### src/design/timer_b_unit_pkg.sv
// Purpose: Constants and types for the timer_b_unit mode, event and register logic
// Assumes: APB slave, 32-bit data, byte address = 4 x register index
// Notes:   Narrow registers sit in the low bits of the word
// Functional notes
// RULE1 - Three-bit count_mode_sel picks one of eight counting modes 0x0..0x7
// RULE2 - Filter bit routes event input through noise canceller before edge detection
// RULE3 - Timeout mode: polarity 0 rise starts, fall stops; polarity 1 swapped
// RULE4 - Frequency mode: selected edge captures, reinitialises counter, sets flag
// RULE5 - Pulse width mode: one edge reinitialises, opposite edge captures and sets flag
// RULE6 - Combined mode: first edge init, opposite edge capture, second edge stop
// RULE7 - Combined mode sets flag on second selected edge when counter stops
// RULE8 - Capture-on-event: accepted event loads capture register and sets flag
// RULE9 - Frequency mode flag set on the edge that captures and reinitialises
// RULE10 - Pulse width flag set on capturing edge, previous edge having reinitialised
// RULE11 - Periodic and timeout modes set flag when counter reaches top
// RULE12 - Single shot sets flag at top; polarity 1 any edge starts, 0 rising only
// RULE13 - PWM mode flag at compare high byte; events ignored in PWM and periodic
// RULE14 - Flag clears on write of one, and on capture read in capture modes
// RULE15 - Event input enable gates all event actions
// RULE16 - Interrupt request only when enable and flag are both set
// RULE17 - Run bit shows counter running and ignores writes
// RULE18 - Halt run allow 0 halts timer and ignores events in debug break
// RULE19 - One shared 8-bit staging register, itself readable and writable
// RULE20 - Counter low byte at base, high byte at base plus one
// RULE21 - Bus write to counter wins over coincident internal update
// RULE22 - Compare value is top in periodic, timeout and single shot modes
// RULE23 - PWM mode treats compare bytes as two independent registers
// RULE24 - Filter accepts input after four equal samples
// RULE25 - Low byte written first into staging, high commits; low read latches high
package timer_b_unit_pkg;
   // Register indices; byte address is four times the index
   localparam logic [3:0] IDX_CTRL_A        = 4'h0;
   localparam logic [3:0] IDX_CONTROL_SECOND = 4'h1;
   localparam logic [3:0] IDX_EVENT_CONTROL = 4'h4;
   localparam logic [3:0] IDX_IRQ_ENABLE    = 4'h5;
   localparam logic [3:0] IDX_IRQ_FLAG      = 4'h6;
   localparam logic [3:0] IDX_RUN_STATE     = 4'h7;
   localparam logic [3:0] IDX_DEBUG_HALT    = 4'h8;
   localparam logic [3:0] IDX_STAGING       = 4'h9;
   localparam logic [3:0] IDX_COUNT_LO      = 4'ha;
   localparam logic [3:0] IDX_COUNT_HI      = 4'hb;
   localparam logic [3:0] IDX_COMPARE_LO    = 4'hc;
   localparam logic [3:0] IDX_COMPARE_HI    = 4'hd;
   localparam int ADDR_W = 12;
   // Field positions
   localparam int BIT_ENABLE  = 0;
   localparam int BIT_FILTER  = 6;
   localparam int BIT_EDGE    = 4;
   localparam int BIT_EV_EN   = 0;
   localparam int BIT_IRQ     = 0;
   localparam int BIT_RUN     = 0;
   localparam int BIT_HALT_OK = 0;
   localparam logic [3:0] FILT_ALL_ONE  = 4'hf;
   localparam logic [3:0] FILT_ALL_ZERO = 4'h0;
   localparam logic [7:0] BYTE_ZERO     = 8'h00;
   localparam logic [15:0] COUNT_RESET  = 16'h0000;
   localparam logic [15:0] COUNT_ONE    = 16'h0001;

   typedef enum logic [2:0] {
      MODE_PERIODIC = 3'h0,
      MODE_TIMEOUT  = 3'h1,
      MODE_EVENT_CAP = 3'h2,
      MODE_FREQ     = 3'h3,
      MODE_PULSE    = 3'h4,
      MODE_FREQ_PW  = 3'h5,
      MODE_SINGLE   = 3'h6,
      MODE_PWM8     = 3'h7
   } count_mode_sel_t;

   typedef enum logic [2:0] {
      FP_WAIT  = 3'b001,
      FP_FIRST = 3'b010,
      FP_SECOND = 3'b100
   } fp_phase_t;

   typedef struct packed {
      logic [ADDR_W-1:0] paddr;
      logic              psel;
      logic              penable;
      logic              pwrite;
      logic [31:0]       pwdata;
   } apb_req_t;

   typedef struct packed {
      logic [31:0] prdata;
      logic        pready;
      logic        pslverr;
   } apb_rsp_t;

   typedef struct packed {
      logic            ctrl_en;
      count_mode_sel_t mode;
      logic            filt_en;
      logic            edge_pol;
      logic            ev_en;
      logic            irq_en;
      logic            flag;
      logic            halt_run_allow;
      logic [7:0]      staging;
      logic [15:0]     count;
      logic [15:0]     compare;
      logic            running;
      fp_phase_t       phase;
      logic [3:0]      filt_hist;
      logic            filt_val;
      logic            ev_prev;
      apb_rsp_t        rsp;
      logic            irq;
   } timer_state_t;
endpackage : timer_b_unit_pkg

### src/design/timer_b_mode_event_capture_regs.sv
// Purpose: 16-bit capture/compare timer core with APB register file
// Assumes: event_in and debug_halt come from logic on sys_clk
// Notes:   APB answer takes one wait state; effects land at the completing edge
`timescale 1ns/100ps
module timer_b_mode_event_capture_regs (
   // Clock and reset
   input  wire logic                       sys_clk,
   input  wire logic                       rstn,
   // APB slave
   input  wire timer_b_unit_pkg::apb_req_t apb_req,
   output      timer_b_unit_pkg::apb_rsp_t apb_rsp,
   // Event network and debug
   input  wire logic                       event_in,
   input  wire logic                       debug_halt,
   // Interrupt
   output      logic                       irq
);
   import timer_b_unit_pkg::*;

   timer_state_t st_r;
   timer_state_t st_nxt;

   logic       halted;
   logic       src;
   logic       rise;
   logic       fall;
   logic       act;
   logic       sel_edge;
   logic       opp_edge;
   logic       tick;
   logic       at_top;
   logic       set_flag;
   logic       clr_flag;
   logic       prep;
   logic       done;
   logic       mapped;
   logic       capture_mode;
   logic [3:0] idx;
   logic       bus_wr;
   logic       bus_rd;

   assign halted   = debug_halt & ~st_r.halt_run_allow;                  // [RULE18]
   assign src      = st_r.filt_en ? st_r.filt_val : event_in;             // [RULE2]
   assign rise     = src & ~st_r.ev_prev;
   assign fall     = ~src & st_r.ev_prev;
   assign act      = st_r.ctrl_en & st_r.ev_en & ~halted;                 // [RULE15] [RULE18]
   assign sel_edge = act & (st_r.edge_pol ? fall : rise);
   assign opp_edge = act & (st_r.edge_pol ? rise : fall);
   assign tick     = st_r.ctrl_en & ~halted;
   assign at_top   = st_r.count == st_r.compare;                          // [RULE22]
   assign idx      = apb_req.paddr[5:2];
   assign mapped   = (apb_req.paddr[ADDR_W-1:6] == '0) && (apb_req.paddr[1:0] == 2'h0) &&
                     (idx <= IDX_COMPARE_HI) && (idx != 4'h2) && (idx != 4'h3);
   assign prep     = apb_req.psel & apb_req.penable & ~st_r.rsp.pready;
   assign done     = apb_req.psel & apb_req.penable & st_r.rsp.pready & ~st_r.rsp.pslverr;
   assign bus_wr   = done & apb_req.pwrite;
   assign bus_rd   = done & ~apb_req.pwrite;
   assign capture_mode = (st_r.mode == MODE_EVENT_CAP) || (st_r.mode == MODE_FREQ) ||
                         (st_r.mode == MODE_PULSE) || (st_r.mode == MODE_FREQ_PW);

   function automatic logic [31:0] read_mux(input timer_state_t s, input logic [3:0] i);
      logic [7:0] b;
      b = BYTE_ZERO;
      case (i)
         IDX_CTRL_A:         b[BIT_ENABLE] = s.ctrl_en;
         IDX_CONTROL_SECOND: b[2:0] = s.mode;
         IDX_EVENT_CONTROL: begin
            b[BIT_FILTER] = s.filt_en;
            b[BIT_EDGE]   = s.edge_pol;
            b[BIT_EV_EN]  = s.ev_en;
         end
         IDX_IRQ_ENABLE:     b[BIT_IRQ] = s.irq_en;
         IDX_IRQ_FLAG:       b[BIT_IRQ] = s.flag;
         IDX_RUN_STATE:      b[BIT_RUN] = s.running;                      // [RULE17]
         IDX_DEBUG_HALT:     b[BIT_HALT_OK] = s.halt_run_allow;
         IDX_STAGING:        b = s.staging;                               // [RULE19]
         IDX_COUNT_LO:       b = s.count[7:0];                            // [RULE20]
         IDX_COUNT_HI:       b = s.staging;                               // [RULE25]
         IDX_COMPARE_LO:     b = s.compare[7:0];
         // PWM bytes are independent, so the high byte bypasses staging
         IDX_COMPARE_HI:     b = (s.mode == MODE_PWM8) ? s.compare[15:8] : s.staging; // [RULE23]
         default:            b = BYTE_ZERO;
      endcase
      return {24'h000000, b};
   endfunction : read_mux

   always_comb begin
      st_nxt = st_r;
      set_flag = 1'b0;
      clr_flag = 1'b0;
      st_nxt.rsp.pready  = 1'b0;
      st_nxt.rsp.pslverr = 1'b0;
      // Noise canceller: value moves only after four equal samples
      st_nxt.filt_hist = {st_r.filt_hist[2:0], event_in};
      if (st_r.filt_hist == FILT_ALL_ONE) begin
         st_nxt.filt_val = 1'b1;                                          // [RULE24]
      end else if (st_r.filt_hist == FILT_ALL_ZERO) begin
         st_nxt.filt_val = 1'b0;                                          // [RULE24]
      end
      st_nxt.ev_prev = src;

      if (!st_r.ctrl_en) begin
         st_nxt.running = 1'b0;
         st_nxt.phase   = FP_WAIT;
      end else if (tick) begin
         case (st_r.mode)                                                 // [RULE1]
            MODE_PERIODIC: begin
               st_nxt.running = 1'b1;
               if (at_top) begin
                  st_nxt.count = COUNT_RESET;
                  set_flag = 1'b1;                                        // [RULE11]
               end else begin
                  st_nxt.count = st_r.count + COUNT_ONE;
               end
            end
            MODE_TIMEOUT: begin
               if (st_r.running) begin
                  if (at_top) begin
                     st_nxt.count = COUNT_RESET;
                     set_flag = 1'b1;                                     // [RULE11]
                  end else begin
                     st_nxt.count = st_r.count + COUNT_ONE;
                  end
               end
               if (sel_edge) begin
                  st_nxt.running = 1'b1;                                  // [RULE3]
                  st_nxt.count   = COUNT_RESET;
               end else if (opp_edge) begin
                  st_nxt.running = 1'b0;                                  // [RULE3]
               end
            end
            MODE_EVENT_CAP: begin
               st_nxt.running = 1'b1;
               st_nxt.count   = st_r.count + COUNT_ONE;
               if (sel_edge) begin
                  st_nxt.compare = st_r.count;                            // [RULE8]
                  set_flag = 1'b1;                                        // [RULE8]
               end
            end
            MODE_FREQ: begin
               st_nxt.running = 1'b1;
               if (sel_edge) begin
                  st_nxt.compare = st_r.count;                            // [RULE4]
                  st_nxt.count   = COUNT_RESET;                           // [RULE4]
                  set_flag = 1'b1;                                        // [RULE9]
               end else begin
                  st_nxt.count = st_r.count + COUNT_ONE;
               end
            end
            MODE_PULSE: begin
               st_nxt.running = 1'b1;
               if (sel_edge) begin
                  st_nxt.count = COUNT_RESET;                             // [RULE5]
               end else begin
                  st_nxt.count = st_r.count + COUNT_ONE;
               end
               if (opp_edge) begin
                  st_nxt.compare = st_r.count;                            // [RULE5]
                  set_flag = 1'b1;                                        // [RULE10]
               end
            end
            MODE_FREQ_PW: begin
               if (st_r.running) begin
                  st_nxt.count = st_r.count + COUNT_ONE;
               end
               case (st_r.phase)
                  FP_WAIT: begin
                     if (sel_edge) begin
                        st_nxt.count   = COUNT_RESET;                     // [RULE6]
                        st_nxt.running = 1'b1;
                        st_nxt.phase   = FP_FIRST;
                     end
                  end
                  FP_FIRST: begin
                     if (opp_edge) begin
                        st_nxt.compare = st_r.count;                      // [RULE6]
                        st_nxt.phase   = FP_SECOND;
                     end
                  end
                  FP_SECOND: begin
                     if (sel_edge) begin
                        st_nxt.running = 1'b0;                            // [RULE6]
                        st_nxt.count   = st_r.count;
                        st_nxt.phase   = FP_WAIT;
                        set_flag = 1'b1;                                  // [RULE7]
                     end
                  end
                  default: st_nxt.phase = FP_WAIT;
               endcase
            end
            MODE_SINGLE: begin
               if (st_r.running) begin
                  if (at_top) begin
                     st_nxt.running = 1'b0;
                     set_flag = 1'b1;                                     // [RULE12]
                  end else begin
                     st_nxt.count = st_r.count + COUNT_ONE;
                  end
               end else if (act && (rise || (st_r.edge_pol && fall))) begin
                  st_nxt.running = 1'b1;                                  // [RULE12]
                  st_nxt.count   = COUNT_RESET;
               end
            end
            MODE_PWM8: begin
               // Low compare byte is the period, high byte the match point
               st_nxt.running = 1'b1;
               if (st_r.count[7:0] == st_r.compare[7:0]) begin
                  st_nxt.count = COUNT_RESET;                             // [RULE23]
               end else begin
                  st_nxt.count = {BYTE_ZERO, st_r.count[7:0] + 8'h01};
               end
               if (st_r.count[7:0] == st_r.compare[15:8]) begin
                  set_flag = 1'b1;                                        // [RULE13]
               end
            end
            default: st_nxt.running = 1'b0;
         endcase
      end

      // APB: answer prepared one cycle ahead, effects at the completing edge
      if (prep) begin
         st_nxt.rsp.pready  = 1'b1;
         st_nxt.rsp.pslverr = ~mapped;
         st_nxt.rsp.prdata  = mapped ? read_mux(st_r, idx) : 32'h00000000;
      end
      if (bus_wr) begin
         // Bus writes come last so they override the internal update, except a flag clear, which a new event beats
         case (idx)
            IDX_CTRL_A: begin
               st_nxt.ctrl_en = apb_req.pwdata[BIT_ENABLE];
               st_nxt.running = st_nxt.running & apb_req.pwdata[BIT_ENABLE];
            end
            IDX_CONTROL_SECOND: st_nxt.mode = count_mode_sel_t'(apb_req.pwdata[2:0]);
            IDX_EVENT_CONTROL: begin
               st_nxt.filt_en  = apb_req.pwdata[BIT_FILTER];
               st_nxt.edge_pol = apb_req.pwdata[BIT_EDGE];
               st_nxt.ev_en    = apb_req.pwdata[BIT_EV_EN];
            end
            IDX_IRQ_ENABLE:     st_nxt.irq_en = apb_req.pwdata[BIT_IRQ];
            IDX_IRQ_FLAG:       clr_flag = apb_req.pwdata[BIT_IRQ];      // [RULE14]
            IDX_DEBUG_HALT:     st_nxt.halt_run_allow = apb_req.pwdata[BIT_HALT_OK];
            IDX_STAGING:        st_nxt.staging = apb_req.pwdata[7:0];    // [RULE19]
            IDX_COUNT_LO:       st_nxt.staging = apb_req.pwdata[7:0];    // [RULE25]
            IDX_COUNT_HI:       st_nxt.count = {apb_req.pwdata[7:0], st_r.staging}; // [RULE21]
            IDX_COMPARE_LO: begin
               if (st_r.mode == MODE_PWM8) begin
                  st_nxt.compare[7:0] = apb_req.pwdata[7:0];              // [RULE23]
               end else begin
                  st_nxt.staging = apb_req.pwdata[7:0];                   // [RULE25]
               end
            end
            IDX_COMPARE_HI: begin
               if (st_r.mode == MODE_PWM8) begin
                  st_nxt.compare[15:8] = apb_req.pwdata[7:0];             // [RULE23]
               end else begin
                  st_nxt.compare = {apb_req.pwdata[7:0], st_r.staging};   // [RULE25]
               end
            end
            default: st_nxt.staging = st_r.staging;                       // [RULE17]
         endcase
      end
      if (bus_rd) begin
         if (idx == IDX_COUNT_LO) begin
            st_nxt.staging = st_r.count[15:8];                            // [RULE25]
         end
         if ((idx == IDX_COMPARE_LO) && (st_r.mode != MODE_PWM8)) begin
            st_nxt.staging = st_r.compare[15:8];                          // [RULE25]
         end
         if ((idx == IDX_COMPARE_LO) && capture_mode) begin
            clr_flag = 1'b1;                                              // [RULE14]
         end
      end
      // A new event in the clearing cycle is kept
      st_nxt.flag = (st_r.flag & ~clr_flag) | set_flag;
      st_nxt.irq  = st_nxt.flag & st_nxt.irq_en;                          // [RULE16]
   end

   always_ff @(posedge sys_clk or negedge rstn) begin
      if (!rstn) begin
         st_r <= '0;
         st_r.phase <= FP_WAIT;
      end else begin
         st_r <= st_nxt;
      end
   end

   assign apb_rsp = st_r.rsp;
   assign irq     = st_r.irq;
endmodule : timer_b_mode_event_capture_regs

### config.mk
export PLATFORM = sky130hd
export DESIGN_NAME = timer_b_mode_event_capture_regs
export DESIGN_NICKNAME = d
export VERILOG_FILES = /design/src/design/timer_b_unit_pkg.sv /design/src/design/timer_b_mode_event_capture_regs.sv
export SDC_FILE = /design/constraint.sdc
export NUM_CORES = 1
export LEC_CHECK = 0
export ABC_AREA = 1
export BUFFER_PORTS_ARGS = -buffer_cell sky130_fd_sc_hd__buf_4
export CORE_UTILIZATION = 56
export DETAILED_ROUTE_END_ITERATION = 12
export GPL_TIMING_DRIVEN = 0
export PLACE_DENSITY = 0.75
export SYNTH_ARGS = -nofsm -noshare
export SYNTH_HDL_FRONTEND = slang
export SYNTH_SLANG_ARGS = --single-unit
### constraint.sdc
create_clock -name sys_clk -period 3.5 [get_ports sys_clk]
set_clock_uncertainty 0.15 [all_clocks]
set_input_delay 0.525 -clock sys_clk [delete_from_list [all_inputs] [get_ports sys_clk]]
set_output_delay 0.525 -clock sys_clk [all_outputs]
set_load 0.005 [all_outputs]
Word-level counts from Yosys, hierarchy flattened
Index checks and enable logic that the tools add are counted.
{"block": "word_totals", "input_bits": 51, "ff_bits": 71, "out_inout_bits": 35, "word_cells": 186}
{"block": "classes", "order_cmp": 1, "n_bitwise": 27, "reduce_logical": 29, "n_addsub": 2, "mux": 74, "n_eq_ne": 33}
{"op": "2-to-1 mux 16 bit", "n": 14}
{"op": "one-hot mux 16 bit (7 select lines)", "n": 1}
{"op": "2-to-1 mux 8 bit", "n": 10}
{"op": "one-hot mux 16 bit (3 select lines)", "n": 1}
{"op": "2-to-1 mux 41 bit", "n": 1}
{"op": "2-to-1 mux 36 bit", "n": 1}
{"op": "2-to-1 mux 32 bit", "n": 1}
{"op": "one-hot mux 16 bit (2 select lines)", "n": 1}
{"op": "one-hot mux 8 bit (2 select lines)", "n": 2}
{"op": "== test 4 bit, second input constant", "n": 7}
{"op": "2-to-1 mux 1 bit", "n": 25}
{"op": "bitwise AND 1 bit", "n": 17}
{"op": "adder 16 x 1 -> 16 bit, second input constant", "n": 1}
{"op": "== test 16 bit", "n": 1}
{"op": "== test 4 x 3 -> 1 bit, second input constant", "n": 4}
{"op": "== test 8 bit", "n": 2}
{"op": "one-hot mux 1 bit (4 select lines)", "n": 4}
{"op": "== test 3 bit, second input constant", "n": 5}
{"op": "2-to-1 mux 4 bit", "n": 3}
{"op": "inequality test 3 bit, second input constant", "n": 4}
{"op": "one-hot mux 1 bit (11 select lines)", "n": 1}
{"op": "one-hot mux 1 bit (5 select lines)", "n": 2}
{"op": "one-hot mux 2 bit (5 select lines)", "n": 1}
{"op": "OR reduction 2 bit", "n": 5}
{"op": "other kinds (24)", "n": 52}

Logic depth before layout (Yosys ltp)
{"block": "depth", "word_depth": 17, "depth_mapped": 17, "ltp_nobuf": 17}

Worst setup path after synthesis
OpenSTA, ideal clock, no wires.
{"block": "synth_path", "path_type": "register -> register", "from": "register st_r[68] (netlist bit)", "to": "register st_r[61] (netlist bit)", "required_time_ns": 3.273, "setup_ns": 0.077, "synth_period_minus_slack_ns": 2.072, "arrival_ns": 1.844, "stages_incl_launch_ff": 16, "slack_ns": 1.428, "n_path_buf": 2, "cell_sequence": "dfrtp_1 -> buf_4 -> inv_2 -> nand2_1 -> nand2_1 -> nor2_1 -> nand2_1 -> nor2_4 -> nand2_4 -> buf_4 -> ha_1 -> nand2_1 -> nand4_1 -> nand4_1 -> nand3_1 -> a21oi_1"}
{"element": "from (decl)", "line_no": "timer_b_mode_event_capture_regs.sv:20", "source": "timer_state_t st_r;"}
{"element": "from (signal assigned)", "line_no": "timer_b_mode_event_capture_regs.sv:283", "source": "st_r <= st_nxt;"}

==> out/qor.csv <==
metric;value;unit
synth_mux_area_frac;0;
ir_worst_vdd;0.2916;mV
finalInstanceArea;7833;sq um
synth_top_family_by_area;simple AND/OR/NAND/NOR gates;
min_period;2.721;ns
avgSynthCellArea;6.148;sq um
ys.flop_type;dfrtp_1;
final.setup.tns;0;ns
fin_hold_ws;0.1401;ns
core;12060;sq um
worstPathArrival;2.80;ns
final_util;0.6494;
yosysUniqueCellTypes;54;
grt_pass1_vias;7098;
ant_nets;0;
rr_worst_depth;9;
synthTopCellsByArea;dfrtp_1, nand2_1, o21ai_0, inv_1, a21oi_1;
synth-simple-area-share;0.3507;
min_to;st_nxt[38]$_DFF_PN0_;
fin_cells;1378;
crit_path_start_kind;flip-flop;
slew_violations;0;
antenna_found_initial;0;
min_path_type;primary input to flip-flop;
drt_iter0_markers;1141;
vias;8133;
relSlewSlack;0.3599;
area_delta_synth_final;12.35;%
dieArea;12900;sq um
initial_utilization;0.5780;
crit_fanout;10;
ys_seq_elements;71;
fp.dieW;113.6;um
synth_top_cell_by_area;dfrtp_1;
synth_common_cells;nand2_1, inv_1, nor2_1;
p_comb_frac;0.445;
cts_resized;0;
routedWlPerCell;18.94;um
syn_area;6972;sq um
ioPinCount;86;
layout_worst_path_cycle_share;0.7773;
nFillCells;1202;
status;complete, no violations;
async_flop_share;1.000;
h-tree-depth;3;
grtUsageTotal;0.4109;
clock_latency;0.36;ns
dp.cells;1362;
regToRegStartpoint;apb_rsp[1]$_DFF_PN0_;
viasPerCell;5.902;
rr_endpoint;st_r[76]$_DFF_PN0_;
yosysWarnings;0;
synth_compound_area_frac;0.2258;
drive_above_1_share;0.1562;
crit_required;3.58;ns
antenna_cells;0;
grt_first_pass_wirelength;39560;um
gp_congestion;1.023;
p_switching;0.001632;W
rrSetupSlack;0.78;ns
cts_hold_buf;0;
drc;0;
rsz0062_at_grt;no;
whs_path_depth;1;
maxCapViolations;0;
critical_path_class;flip-flop to flip-flop;
seq_area_frac_synth;0.2550;
postCtsSetupRepairBufs;0;
leakage;3.864;nW
cts_tree;built;
yosysMostFrequentCell;nand2_1;
drtPass1Iterations;6;
finalSetupViolCount;0;
dpl.hpwl;19620;um
power.share.sequential;0.303;
grt.overflow.total;0;
totalWireLength;26090;um
tightest_slew;0.9601;ns
power.share.clock;0.252;
cts.clk_slew.worst_paths;0.06;ns
intPower;0.001977;W
final_nets;1258;
rows;40;
synth_xor_area_frac;0.01382;
syn_inst;1134;
yosysTopAreaCellShare;0.2513;
max_freq;367.6;MHz
cts-root-buf;clkbuf_16;
fp.dieH;113.6;um
cts_buffers;9;
grt_max_degree;72;
powerDensity;460.8;nW/um^2
portBuffers;37;
holdCritStartpoint;event_in;
synthAdderAreaFrac;0.003589;
synth_enable_flop_cells;0;
end_kind;flip-flop;
clock_sinks;71;
switching_share;0.4522;
postPlaceCellArea;7546;sq um
hold_viol;0;
cts.path.max_buffers;2;
==> final cells by class <==
cell class | count | area (sq um) | share of cell area
multi-input cells | 868 | 4230 | 0.5401
flip-flops and latches | 71 | 1778 | 0.2270
plain buffers | 87 | 555.5 | 0.07093
inverters | 131 | 494.2 | 0.06310
repair buffers | 37 | 277.8 | 0.03546
clock buffers | 9 | 225.2 | 0.02875
well taps | 168 | 210.2 | 0.02684
clock inverters | 7 | 61.31 | 0.007827
==> worst max-delay path: stages, from the launching register on <==
cell	delay [ns]
dfrtp_1	0.39
inv_1	0.08
nor3_1	0.05
nand2_1	0.15
clkinv_1	0.29
nand2_1	0.42
clkinv_1	0.36
buf_1	0.38
a21oi_1	0.25
a21oi_2	0.08
==> metrics by stage <==
stage	setup slack (ns)	total power [W]
final	0.7793	0.003609
after global routing	0.7151	0.003793
after CTS	0.9024	0.003549
after detailed placement	0.6378	0.002644
after global placement	0.6296	0.002640
after floorplan	1.428	0.002191
==> power groups by stage <==
stage	registers [W]	logic [W]	clock network, W
6_report	0.00109	0.00161	0.000910
5_1_grt	0.00110	0.00175	0.000947
4_1_cts	0.00108	0.00156	0.000911
3_5_place_dp	0.00110	0.00155	0
3_3_place_gp	0.00109	0.00154	0
2_1_floorplan	0.00105	0.00114	0
==> metal layers <==
layer	global-route usage	share of wire	vias to the layer above
li1	-	-	3832
met1	0.5667	0.40	3635
met2	0.6061	0.42	583
met3	0.09458	0.14	83
met4	0.1982	0.043	0
met5	0	0	-
==> cells in the final DEF (no fill, tap or decap), types with 5 or more instances in the layout <==
master,netlist,final
nor4_1,6,6
o21ai_1,29,29
nor2_1,91,91
nand3_2,5,5
o22ai_1,16,16
nand4_1,17,17
clkbuf_1,17,17
o21ai_0,88,88
conb_1,1,24
o211ai_1,19,19
a21oi_1,78,78
nand2_2,11,11
a21oi_2,7,7
buf_4,52,89
nand2_1,324,324
clkbuf_16,0,9
nand3_1,72,72
xor2_1,10,10
o2111ai_1,7,7
inv_1,108,108
dfrtp_1,70,70
nor3_1,16,16
buf_2,15,15
inv_2,19,19
==> kinds of logic (layout without fill, tap and decap cells) <==
family                     count (synthesis)  in the layout
AOI/OAI and AO/OA                        270            270
DFF                                       71             71
buffers and inverters                    218            271
adders and majority gates                  2              2
other                                      1             24
xor gates and xnor gates                  11             11
and+or+nand+nor                          561            561
==> registers in the layout, indices dropped and copies added, names as in the netlist <==
| signal | cells |
|---|---|
| st_r | 57 |
| apb_rsp | 10 |
| st_nxt | 3 |
| irq | 1 |
==> how the worst max path moves through the flow <==
| stage | endpoint | depth (start not counted) | slack, ns | startpoint |
|---|---|---|---|---|
| 6_report | st_r[76]$_DFF_PN0_ | 9 | 0.78 | apb_rsp[1]$_DFF_PN0_ |
| 5_1_grt | st_r[76]$_DFF_PN0_ | 9 | 0.72 | apb_rsp[1]$_DFF_PN0_ |
| 4_1_cts | st_r[76]$_DFF_PN0_ | 9 | 0.90 | apb_rsp[1]$_DFF_PN0_ |
| 3_5_place_dp | st_r[76]$_DFF_PN0_ | 10 | 0.64 | apb_req[34] |
| 3_3_place_gp | st_r[76]$_DFF_PN0_ | 10 | 0.63 | apb_req[34] |
| 2_1_floorplan | st_r[61]$_DFF_PN0_ | 15 | 1.43 | st_r[68]$_DFF_PN0_ |
Power figures use the tool's default switching activity.
